`config.mk`:
```
export PLATFORM = sky130hd
export DESIGN_NAME = hrs_return_stack
export DESIGN_NICKNAME = d
export VERILOG_FILES = /design/src/logic/hrs_slot_bank.v /design/src/logic/hrs_irq_unit.v /design/src/logic/hrs_return_stack.v
export VERILOG_INCLUDE_DIRS = /design/src /design/src/pkg
export SDC_FILE = /design/constraint.sdc
export NUM_CORES = 1
export LEC_CHECK = 0
export ABC_AREA = 0
export BUFFER_PORTS_ARGS = -buffer_cell sky130_fd_sc_hd__buf_4
export CAP_MARGIN = 10
export CORE_MARGIN = 10
export CORE_UTILIZATION = 55
export CTS_BUF_LIST = sky130_fd_sc_hd__clkbuf_8 sky130_fd_sc_hd__clkbuf_16
export CTS_CLUSTER_DIAMETER = 50
export DETAILED_ROUTE_END_ITERATION = 10
export GPL_TIMING_DRIVEN = 0
export PLACE_DENSITY = 0.87
export SYNTH_ARGS = -nofsm -noshare
export SYNTH_HDL_FRONTEND = slang
export SYNTH_SLANG_ARGS = --single-unit
```
`constraint.sdc`:
```
create_clock -name core_clk -period 5.7 [get_ports core_clk]
set_input_delay 1.14 -clock core_clk [delete_from_list [all_inputs] [get_ports core_clk]]
set_output_delay 1.14 -clock core_clk [all_outputs]
set_load 0.01 [all_outputs]
```
`src/pkg/hrs_regs.vh`:
```
// Register map and constants of the hardware return stack
`ifndef HRS_REGS_VH
`define HRS_REGS_VH

// Core-side register offsets
`define HRS_PTR_OFS       8'hdf
`define HRS_SLOT_BASE     8'hf0
`define HRS_SLOT_MASK     8'hf0
// Own registers: interrupt status and mask
`define HRS_IRQ_STAT_OFS  8'he0
`define HRS_IRQ_MASK_OFS  8'he1

// Pointer register fields
`define HRS_GIE_BIT       7
`define HRS_PTR_RST       3'h7
`define HRS_GIE_RST       1'h0
`define HRS_SLOT_RST      11'h000
`define HRS_PTR_WRAP      3'h0

// Avalon response codes
`define HRS_RESP_OK       2'h0
`define HRS_RESP_UNMAPPED 2'h2

// Event bits: 0 overflow, 1 underflow
`define HRS_EV_OVF        0
`define HRS_EV_UNF        1
`define HRS_EV_W          2

`endif

```
`src/logic/hrs_slot_bank.v`:
```
// Eight-slot storage of saved program counter values
`timescale 1ns/1ps
`default_nettype none
`include "hrs_regs.vh"

module hrs_slot_bank #(
  parameter DEPTH = 8,
  parameter AW    = 3,
  parameter DW    = 11
) (
  input  wire          core_clk,
  input  wire          rst,
  input  wire          wr_en,
  input  wire [AW-1:0] wr_idx,
  input  wire [DW-1:0] wr_data,
  input  wire [AW-1:0] rd_idx,
  output wire [DW-1:0] rd_data
);

  reg [DW-1:0] slot_q [0:DEPTH-1];
  integer i;

  assign rd_data = slot_q[rd_idx];

  always @(posedge core_clk or posedge rst) begin
    if (rst) begin
      for (i = 0; i < DEPTH; i = i + 1) begin
        slot_q[i] <= `HRS_SLOT_RST;
      end
    end else if (wr_en) begin
      slot_q[wr_idx] <= wr_data;
    end
  end

endmodule // hrs_slot_bank
`default_nettype wire

```
`src/logic/hrs_irq_unit.v`:
```
// Sticky event status, mask and level interrupt
`timescale 1ns/1ps
`default_nettype none
`include "hrs_regs.vh"

module hrs_irq_unit #(
  parameter W = 2
) (
  input  wire         core_clk,
  input  wire         rst,
  input  wire [W-1:0] event_pulse,
  input  wire         stat_wr,
  input  wire         mask_wr,
  input  wire [W-1:0] wdata,
  output reg  [W-1:0] stat_q,
  output reg  [W-1:0] mask_q,
  output reg          irq_q
);

  wire [W-1:0] stat_d;

  // Set wins over a write-one clear
  assign stat_d = (stat_q & ~(stat_wr ? wdata : {W{1'b0}})) | event_pulse;

  always @(posedge core_clk or posedge rst) begin
    if (rst) begin
      stat_q <= {W{1'b0}};
      mask_q <= {W{1'b0}};
      irq_q  <= 1'b0;
    end else begin
      stat_q <= stat_d;
      if (mask_wr) begin
        mask_q <= wdata;
      end
      irq_q <= |(stat_d & (mask_wr ? wdata : mask_q));
    end
  end

endmodule // hrs_irq_unit
`default_nettype wire

```
`src/logic/hrs_return_stack.v`:
```
// Hardware return-address stack with Avalon-MM register access
//
// Added by the designer: register access over Avalon-MM.
`timescale 1ns/1ps
`default_nettype none
`include "hrs_regs.vh"

module hrs_return_stack #(
  parameter DEPTH = 8,
  parameter PW    = 3,
  parameter CW    = 11
) (
  input  wire          core_clk,
  input  wire          rst,
  // Core sequencer side
  input  wire          call_push,
  input  wire          irq_entry_push,
  input  wire          subroutine_return_op,
  input  wire          irq_return_op,
  input  wire [CW-1:0] push_counter,
  output reg  [CW-1:0] pop_counter_q,
  output reg           pop_valid_q,
  output reg           global_irq_enable_q,
  output reg  [PW-1:0] stack_level_pointer_q,
  output reg           irq_q,
  // Avalon-MM slave
  input  wire [7:0]    avs_address,
  input  wire          avs_read,
  input  wire          avs_write,
  input  wire [31:0]   avs_writedata,
  input  wire [3:0]    avs_byteenable,
  output reg  [31:0]   avs_readdata,
  output reg           avs_waitrequest,
  output reg  [1:0]    avs_response
);

  ////////////////////////////////////////////////////////////////////
  // Slot index from a pointer value
  function [PW-1:0] slot_of;
    input [PW-1:0] ptr;
    begin
      slot_of = ~ptr;
    end
  endfunction

  function is_slot_addr;
    input [7:0] a;
    begin
      is_slot_addr = ((a & `HRS_SLOT_MASK) == `HRS_SLOT_BASE);
    end
  endfunction

  // Pointer one level deeper; wraps past zero to 111, flagged as an overflow event
  function [PW-1:0] ptr_push;
    input [PW-1:0] ptr;
    begin
      ptr_push = ptr - {{(PW-1){1'b0}}, 1'b1};
    end
  endfunction

  // Pointer one level shallower
  function [PW-1:0] ptr_pop;
    input [PW-1:0] ptr;
    begin
      ptr_pop = ptr + {{(PW-1){1'b0}}, 1'b1};
    end
  endfunction

  ////////////////////////////////////////////////////////////////////
  // Bus decode; one wait state, answer on second cycle
  reg           ack_q;
  wire          acc;
  wire          bus_go;
  wire          wr_fire;
  wire          lane0;
  wire [7:0]    wbyte;
  wire          hit_ptr;
  wire          hit_slot;
  wire          hit_stat;
  wire          hit_mask;
  wire          mapped;
  wire [PW-1:0] bus_slot;
  wire          bus_low;
  wire          ptr_wr;
  wire          stat_wr;
  wire          mask_wr;
  wire          slot_wr;

  assign acc      = avs_read | avs_write;
  // Taken only while idle, so a held request is served once
  assign bus_go   = acc & avs_waitrequest & ~ack_q;
  // Writes act at the edge where waitrequest is seen low
  assign wr_fire  = avs_write & ack_q;
  assign lane0    = avs_byteenable[0];
  assign wbyte    = avs_writedata[7:0];
  assign hit_ptr  = (avs_address == `HRS_PTR_OFS);
  assign hit_slot = is_slot_addr(avs_address);
  assign hit_stat = (avs_address == `HRS_IRQ_STAT_OFS);
  assign hit_mask = (avs_address == `HRS_IRQ_MASK_OFS);
  assign mapped   = hit_ptr | hit_slot | hit_stat | hit_mask;
  // Slot n high at 0xf0+2n, low at 0xf1+2n
  assign bus_slot = avs_address[3:1];
  assign bus_low  = avs_address[0];
  // Every register sits in lane 0; upper lanes are ignored
  assign ptr_wr   = wr_fire & hit_ptr & lane0;
  assign stat_wr  = wr_fire & hit_stat & lane0;
  assign mask_wr  = wr_fire & hit_mask & lane0;
  assign slot_wr  = wr_fire & hit_slot & lane0;

  ////////////////////////////////////////////////////////////////////
  // Stack push and pop
  wire          do_push;
  wire          do_pop;
  wire          push_only;
  wire          pop_only;
  reg  [PW-1:0] ptr_d;
  wire [PW-1:0] top_slot;
  wire [CW-1:0] rd_data;
  wire [CW-1:0] bus_rd_data;
  reg  [CW-1:0] sw_data;
  reg  [CW-1:0] bank_wdata;
  reg  [PW-1:0] bank_widx;
  reg           bank_we;

  assign do_push   = call_push | irq_entry_push;
  assign do_pop    = subroutine_return_op | irq_return_op;
  // Push and pop together leave the stack as it was
  assign push_only = do_push & ~do_pop;
  assign pop_only  = do_pop & ~do_push;
  assign top_slot  = slot_of(ptr_pop(stack_level_pointer_q));

  always @* begin
    ptr_d = stack_level_pointer_q;
    if (push_only) begin
      ptr_d = ptr_push(stack_level_pointer_q);
    end else if (pop_only) begin
      ptr_d = ptr_pop(stack_level_pointer_q);
    end
    // Software write loses to a same-cycle push or pop
    if (ptr_wr && !do_push && !do_pop) begin
      ptr_d = wbyte[PW-1:0];
    end
  end

  // counter kept as two halves
  // Bus write to a slot half merges into the held value
  always @* begin
    sw_data = bus_rd_data;
    if (bus_low) begin
      sw_data[7:0] = wbyte;
    end else begin
      sw_data[CW-1:8] = wbyte[CW-9:0];
    end
  end

  // One write port: a push outranks a software slot write
  always @* begin
    if (push_only) begin
      bank_we    = 1'b1;
      bank_wdata = push_counter;
      bank_widx  = slot_of(stack_level_pointer_q);
    end else begin
      bank_we    = slot_wr;
      bank_wdata = sw_data;
      bank_widx  = bus_slot;
    end
  end

  hrs_slot_bank #(
    .DEPTH (DEPTH),
    .AW    (PW),
    .DW    (CW)
  ) u_bank (
    .core_clk (core_clk),
    .rst      (rst),
    .wr_en    (bank_we),
    .wr_idx   (bank_widx),
    .wr_data  (bank_wdata),
    .rd_idx   (top_slot),
    .rd_data  (rd_data)
  );

  // Second read port for the bus; slots are small
  hrs_slot_bank #(
    .DEPTH (DEPTH),
    .AW    (PW),
    .DW    (CW)
  ) u_shadow (
    .core_clk (core_clk),
    .rst      (rst),
    .wr_en    (bank_we),
    .wr_idx   (bank_widx),
    .wr_data  (bank_wdata),
    .rd_idx   (bus_slot),
    .rd_data  (bus_rd_data)
  );

  ////////////////////////////////////////////////////////////////////
  // Underflow and overflow events
  reg  [`HRS_EV_W-1:0] ev;
  wire [`HRS_EV_W-1:0] stat;
  wire [`HRS_EV_W-1:0] mask;
  wire                 irq_w;

  // Pointer alone cannot tell full from empty; flag the wrap edges
  always @* begin
    ev = {`HRS_EV_W{1'b0}};
    // Push that turns the pointer from 000 round to 111
    ev[`HRS_EV_OVF] = push_only & (stack_level_pointer_q == `HRS_PTR_WRAP);
    // Pop taken at the reset level
    ev[`HRS_EV_UNF] = pop_only & (stack_level_pointer_q == `HRS_PTR_RST);
  end

  hrs_irq_unit #(
    .W (`HRS_EV_W)
  ) u_irq (
    .core_clk    (core_clk),
    .rst         (rst),
    .event_pulse (ev),
    .stat_wr     (stat_wr),
    .mask_wr     (mask_wr),
    .wdata       (wbyte[`HRS_EV_W-1:0]),
    .stat_q      (stat),
    .mask_q      (mask),
    .irq_q       (irq_w)
  );

  ////////////////////////////////////////////////////////////////////
  // Read mux; unused bits read as zero
  reg [31:0] rdata_d;
  always @* begin
    rdata_d = 32'h0;
    case (1'b1)
      hit_ptr: begin
        rdata_d[`HRS_GIE_BIT] = global_irq_enable_q;
        rdata_d[PW-1:0]       = stack_level_pointer_q;
      end
      hit_slot: begin
        if (bus_low) begin
          rdata_d[7:0] = bus_rd_data[7:0];
        end else begin
          rdata_d[CW-9:0] = bus_rd_data[CW-1:8];
        end
      end
      hit_stat: begin
        rdata_d[`HRS_EV_W-1:0] = stat;
      end
      hit_mask: begin
        rdata_d[`HRS_EV_W-1:0] = mask;
      end
      default: begin
        rdata_d = 32'h0;
      end
    endcase
  end

  ////////////////////////////////////////////////////////////////////
  // Pointer and interrupt enable
  always @(posedge core_clk or posedge rst) begin
    if (rst) begin
      stack_level_pointer_q <= `HRS_PTR_RST;
      global_irq_enable_q   <= `HRS_GIE_RST;
    end else begin
      stack_level_pointer_q <= ptr_d;
      if (ptr_wr) begin
        global_irq_enable_q <= wbyte[`HRS_GIE_BIT];
      end
    end
  end

  ////////////////////////////////////////////////////////////////////
  // Popped counter towards the sequencer
  always @(posedge core_clk or posedge rst) begin
    if (rst) begin
      pop_counter_q <= `HRS_SLOT_RST;
      pop_valid_q   <= 1'b0;
    end else begin
      pop_valid_q <= pop_only;
      if (pop_only) begin
        pop_counter_q <= rd_data;
      end
    end
  end

  ////////////////////////////////////////////////////////////////////
  // Interrupt line; retimed so the port is a flop of this module
  always @(posedge core_clk or posedge rst) begin
    if (rst) begin
      irq_q <= 1'b0;
    end else begin
      irq_q <= irq_w;
    end
  end

  ////////////////////////////////////////////////////////////////////
  // Bus answer; waitrequest drops one cycle after the request
  always @(posedge core_clk or posedge rst) begin
    if (rst) begin
      ack_q           <= 1'b0;
      avs_waitrequest <= 1'b1;
      avs_readdata    <= 32'h0;
      avs_response    <= `HRS_RESP_OK;
    end else begin
      ack_q           <= bus_go;
      avs_waitrequest <= ~bus_go;
      if (bus_go) begin
        avs_readdata <= avs_read ? rdata_d : 32'h0;
        avs_response <= mapped ? `HRS_RESP_OK : `HRS_RESP_UNMAPPED;
      end
    end
  end

endmodule // hrs_return_stack
`default_nettype wire

```
* Word-level counts from Yosys, hierarchy flattened
Cells that the tools add are included.
** Storage, ports and cells
- Bits in registers :: 234
- Input port bits :: 63
- Output and inout port bits :: 52
- Logic and storage cells :: 115
** Cells by class
- $add $sub $neg :: 2
- Magnitude comparators :: 4
- Eq/ne operators :: 5
- Multiplexer cells :: 34
- Bitwise logic cells :: 34
- Reductions and logical operators :: 8
** Operators with widths (count)
- bitwise mux 88 bit :: 2
- binary-select mux 11 bit (select 3 bit) :: 2
- 2-to-1 mux 11 bit :: 6
- demux 11 bit (select 3 bit) :: 1
- equality test 8 bit (second input constant) :: 3
- 2-to-1 mux 3 bit :: 6
- 2-to-1 mux 8 bit :: 2
- bitwise AND 1 bit :: 15
- 2-to-1 mux 2 bit :: 7
- >= comparator 4 bit (second input constant) :: 3
- inverter 3 -> 4 bit :: 3
- 2-to-1 mux 4 bit :: 2
- inverter 3 bit :: 2
- OR 1 bit :: 6
- 2-to-1 mux 1 bit :: 5
- 2-to-1 mux 5 bit :: 1
- bitwise AND 2 bit :: 2
- equality test 4 bit (second input constant) :: 1
- less-than comparator 4 x 1 -> 1 bit (second input constant) :: 1
- inverter 1 bit :: 4
- adder 3 x 1 -> 3 bit (second input constant) :: 1
- equality test 3 bit (second input constant) :: 1
- logical AND 1 bit :: 3
- zero test 3 bit :: 1
- 6 further kinds :: 7

* Logic depth before layout (Yosys ltp)
- Depth in word-level cells :: 10
- Depth in mapped cells :: 9
- Depth with buffers taken out :: 6

* Modules after synthesis
From an unflattened synthesis, not the netlist that was laid out.
** Unflattened totals
- Cells, all modules :: 666
- Area, all modules :: 10172.3 µm²
** Modules (own cells, without submodules)
- hrs_slot_bank :: times used 2, cells each 231, area each 4032.6 µm², sequential area each 2202.1 µm²
- hrs_return_stack :: times used 1, cells each 191, area each 1916.8 µm², sequential area each 705.7 µm²
- hrs_irq_unit :: times used 1, cells each 13, area each 190.2 µm², sequential area each 125.1 µm²

* Worst setup path before layout
No wires, ideal clock.
- Kind :: in2reg
- Start :: input port irq_return_op
- End :: register u_bank.slot_q[34] (netlist bit)
- Library setup time :: 0.125 ns
- Data arrival time :: 2.791 ns
- Data required time :: 5.575 ns
- Slack :: 2.784 ns
- Stages :: 7
- Buffers on the path :: 2
- Path through :: or2_0 > buf_6 > o22ai_2 > or3b_4 > nor3b_2 > buf_6 > mux2_2
** On the way
- Longest elaborated chain between the ends :: 10
- Elaborated cells between the ends (all ways) :: 13
- Those cells by class :: order compare: 2; mux: 6; bitwise: 4; reduce/logical: 1
** Ends and longest elaborated chain
- start: declaration :: RTL line hrs_return_stack.v:19 : input wire irq_return_op,
- OR 1 bit * :: RTL line hrs_return_stack.v:126 : assign do_pop = subroutine_return_op | irq_return_op;
- inverter 1 bit * :: RTL line hrs_return_stack.v:128 : assign push_only = do_push & ~do_pop;
- bitwise AND 1 bit * :: RTL line hrs_return_stack.v:128
- 2-to-1 mux 3 bit :: RTL line hrs_return_stack.v:158 : if (push_only) begin
- inverter 3 -> 4 bit (not written as such) :: RTL line hrs_slot_bank.v:31 : slot_q[wr_idx] <= wr_data;
- >= comparator 4 bit (not written as such) / less-than comparator 4 x 1 -> 1 bit (equally long branches) :: RTL line hrs_slot_bank.v:31
- logical AND 1 bit (not written as such) :: RTL line hrs_slot_bank.v:31
- 2-to-1 mux 11 bit (not written as such) :: RTL line hrs_slot_bank.v:31
- demux 11 bit (select 3 bit) :: RTL line hrs_slot_bank.v:31
- bitwise mux 88 bit :: RTL line hrs_slot_bank.v:31
- end signal: indexed assignment :: RTL line hrs_slot_bank.v:28 : slot_q[i] <= `HRS_SLOT_RST;
- end signal: indexed assignment :: RTL line hrs_slot_bank.v:31
- end: declaration :: RTL line hrs_slot_bank.v:20 : reg [DW-1:0] slot_q [0:DEPTH-1];
Mark *: on every way between the ends. The rest lies on a longest branch, timed or not.
A chain may end at the register's enable or synchronous reset.

* Worst setup path after layout
- Start :: register stack_level_pointer_q[0]
- End :: register pop_counter_q[10]
** On the way
- Longest elaborated chain between the ends :: 6
** Ends and longest elaborated chain
- start: declaration :: RTL line hrs_return_stack.v:24 : output reg [PW-1:0] stack_level_pointer_q,
- start signal: assignment :: RTL line hrs_return_stack.v:261 : stack_level_pointer_q <= `HRS_PTR_RST;
- start signal: assignment :: RTL line hrs_return_stack.v:264 : stack_level_pointer_q <= ptr_d;
- adder 3 x 1 -> 3 bit :: RTL line hrs_return_stack.v:65 : ptr_pop = ptr + {{(PW-1){1'b0}}, 1'b1};
- inverter 3 bit :: RTL line hrs_return_stack.v:42 : slot_of = ~ptr;
- inverter 3 -> 4 bit (not written as such) :: RTL line hrs_slot_bank.v:23 : assign rd_data = slot_q[rd_idx];
- binary-select mux 11 bit (select 3 bit) :: RTL line hrs_slot_bank.v:23
- 2-to-1 mux 11 bit (not written as such) (2 in a row) :: RTL line hrs_slot_bank.v:23
- end signal: assignment :: RTL line hrs_return_stack.v:275 : pop_counter_q <= `HRS_SLOT_RST;
- end signal: assignment :: RTL line hrs_return_stack.v:280 : pop_counter_q <= rd_data;
- end: declaration :: RTL line hrs_return_stack.v:21 : output reg [CW-1:0] pop_counter_q,
No other way between the ends. The select of a mux whose other input is x is not followed.

==> results.sh <==
export IMPL_worstSetupStartpointType="flop"
export IMPL_post_route_util_pct=67.5
export IMPL_critPathArrivalTime_ns=4.39
export IMPL_tightest_slew_ns=0.996
export IMPL_clk_pin_slew_worst_paths_ns=0.06
export IMPL_core_um2=12000
export IMPL_setup_viol=0
export IMPL_cap_violations=0
export IMPL_synth_cell_types=53
export IMPL_r2r_start="stack_level_pointer_q[0]$_DFFE_PP1P_"
export IMPL_synth_edf_count=0
export IMPL_nets=711
export IMPL_async_reset_ff_share_pct=100
export IMPL_drc=0
export IMPL_hp_start="u_irq.irq_q$_DFF_PP0_"
export IMPL_first_iter_violations=616
export IMPL_n_antenna_cell=0
export IMPL_cts_buffers=17
export IMPL_cts_resized=0
export IMPL_htreeDepth=4
export IMPL_postCtsHoldBufs=0
export IMPL_powerDensity_nw_per_um2=519
export IMPL_die_h_um=130
export IMPL_startpoint="stack_level_pointer_q[0]$_DFFE_PP1P_"
export IMPL_fill_cells=831
export IMPL_rsz0062_at_grt="false"
export IMPL_vias_per_cell=6.46
export IMPL_crit_path_end_kind="flop"
export IMPL_dp_hpwl_um=13700
export IMPL_clockBufferDepth=2
export IMPL_maxSlewViolCount=0
export IMPL_grt_busiest_layer="met2"
export IMPL_routed_wirelength_um=19700
export IMPL_wl_per_cell_um=24.6
export IMPL_use_met3_pct=6.61
export IMPL_die_w_um=130
export IMPL_num_io_pins=115
export IMPL_slew_headroom_pct=33.6
export IMPL_peakVddDrop_uv=313
export IMPL_clk_latency_ns=0.43
export IMPL_fin_cells=804
export IMPL_synth_seq_cells=121
export IMPL_cts_root_buf="clkbuf_16"
export IMPL_worstPathRequired_ns=5.98
export IMPL_gr_usage_met2_pct=39.4
export IMPL_ys_top_cells_by_area="dfrtp_1, mux2_2, mux4_2"
export IMPL_cts_setup_buffers=0
export IMPL_syn_area_um2=6680
export IMPL_drive_above_1_share_pct=41.4
export IMPL_p_leak_nw=3.78
export IMPL_crit_fanout=10
export IMPL_rows=40
export IMPL_floorplan_die_area_um2=16900
export IMPL_synth_top_area_share_pct=43.8
export IMPL_grt_pass1_wl_um=30600
export IMPL_cts_sinks=121
export IMPL_yosys_area_top_type="dfrtp_1"
export IMPL_setup_ws_ns=1.59
export IMPL_hold_path_class="reg -> reg"
export IMPL_yosys_cell_count_top_type="dfrtp_1"
export IMPL_netlist_instances=539
export IMPL_overflow=0
export IMPL_fin_setup_tns_ns=0
export IMPL_period_minus_slack_ns=4.11
export IMPL_seq_area_frac_synth_pct=45.4
export IMPL_outcome="completed"
export IMPL_tritoncts="yes"
export IMPL_synth_area_per_cell_um2=12.4
export IMPL_gp_congestion=0.939
export IMPL_yosysWarnings=0
export IMPL_antenna_found_initial=0
export IMPL_grt_pass1_vias=5422
export IMPL_netlist_top_cells_count="dfrtp_1, mux2_2, nand2_1"
export IMPL_grt_usage_pct=24.0
export IMPL_final_setup_skew_ns=0.0109
export IMPL_max_freq_mhz=244
export IMPL_port_buffers=61
export IMPL_drt_pass1_iter_count=5
export IMPL_ant_nets=0
export IMPL_grt_start_max_net_pins=80
export IMPL_finalPower_w=0.00420
export IMPL_grtUsageMet1_pct=28.2
export IMPL_syn_to_final_growth_pct=20.9
export IMPL_dp_cells=772
export IMPL_vias=5192
export IMPL_synth_ff_type="dfrtp_1"
export IMPL_initial_core_util_pct=55.8
export IMPL_place_ws_ns=1.72
export IMPL_hold_viol_final=0
export IMPL_worstSetupPathType="reg -> reg"
export IMPL_finalCritPeriodShare_pct=72.0
power breakdown:
part           switching (W)  internal (W)
registers           0.000277       0.00121
logic               0.000758      0.000807
clock network       0.000377      0.000764
layer usage:
metal	vias to the layer above	wire length [um]	share of wire (%)
met4	0	779	3.9
met3	74	1980	10
li1	2182	-	-
met2	363	9670	49
met5	-	0	0
met1	2573	7310	37
path summary, 6_finish.rpt:
check	endpoint	slack, ns	cells after the start
setup / recovery	pop_counter_q[10]$_DFFE_PP0P_	1.59	9
hold / removal	irq_q$_DFF_PP0_	0.35	0
setup reg to reg	pop_counter_q[10]$_DFFE_PP0P_	1.59	9
hold reg to reg	irq_q$_DFF_PP0_	0.35	0
max in group asynchronous	pop_counter_q[3]$_DFFE_PP0P_	4.15	3
min in group asynchronous	irq_q$_DFF_PP0_	0.77	2
worst max-delay path: stages, from the launching register on:
cell	delay, ns
dfstp_2	0.56
clkbuf_1	0.48
buf_2	0.51
inv_1	0.17
ha_1	0.33
buf_1	0.37
clkbuf_1	0.67
mux4_2	0.43
mux2i_1	0.29
o21ai_0	0.13
logic make-up after synthesis:
| kind of cell | synth area share (%) |
|---|---|
| AND/OR/NAND/NOR | 7.42 |
| XOR/XNOR | 0.262 |
| multiplexers | 32.1 |
| flip-flops | 45.4 |
| AO/OA/AOI/OAI | 8.09 |
| buffers and inverters | 5.88 |
| adder cells (fa/ha/maj) | 0.750 |
| other | 0.0562 |
placed cells by master (no fill, tap or decap), types with 12 or more instances in the layout:
cell and count:
nand3_1 13, conb_1 25, o21ai_0 29, mux4_2 22
dfrtp_1 117, nor2_1 12, a22oi_1 12, clkbuf_16 17
nand2_1 44, mux2_2 100, mux2i_1 38, clkbuf_1 13
buf_4 89
metrics by stage:
stage / hold WS [ns] / instance area [um^2]
floorplan: 0.331 / 6770
global placement: 0.334 / 7410
detailed placement: 0.345 / 7440
CTS: 0.354 / 8080
global route: 0.367 / 8080
finish: 0.346 / 8080
sequential cells by signal, indices dropped and copies added, names as in the netlist:
register / cells
global_irq_enable_q: 1
u_irq.stat_q: 2
u_irq.irq_q: 1
ack_q: 1
u_irq.mask_q: 2
pop_valid_q: 1
irq_q: 1
avs_waitrequest: 1
u_bank.slot_q: 88
avs_readdata: 8
stack_level_pointer_q: 3
avs_response: 1
pop_counter_q: 11
cell type report:
type / instances / area, um^2 / share of cell area [%]
clock buffers: 24 / 522 / 6.46
flip-flops and latches: 121 / 3030 / 37.6
plain buffers: 56 / 363 / 4.49
repair buffers: 62 / 485 / 6.01
well taps: 147 / 184 / 2.28
inverters: 8 / 32.5 / 0.403
clock inverters: 8 / 115 / 1.43
multi-input cells: 378 / 3340 / 41.4
Note: power is estimated with default switching activity, not from simulation.
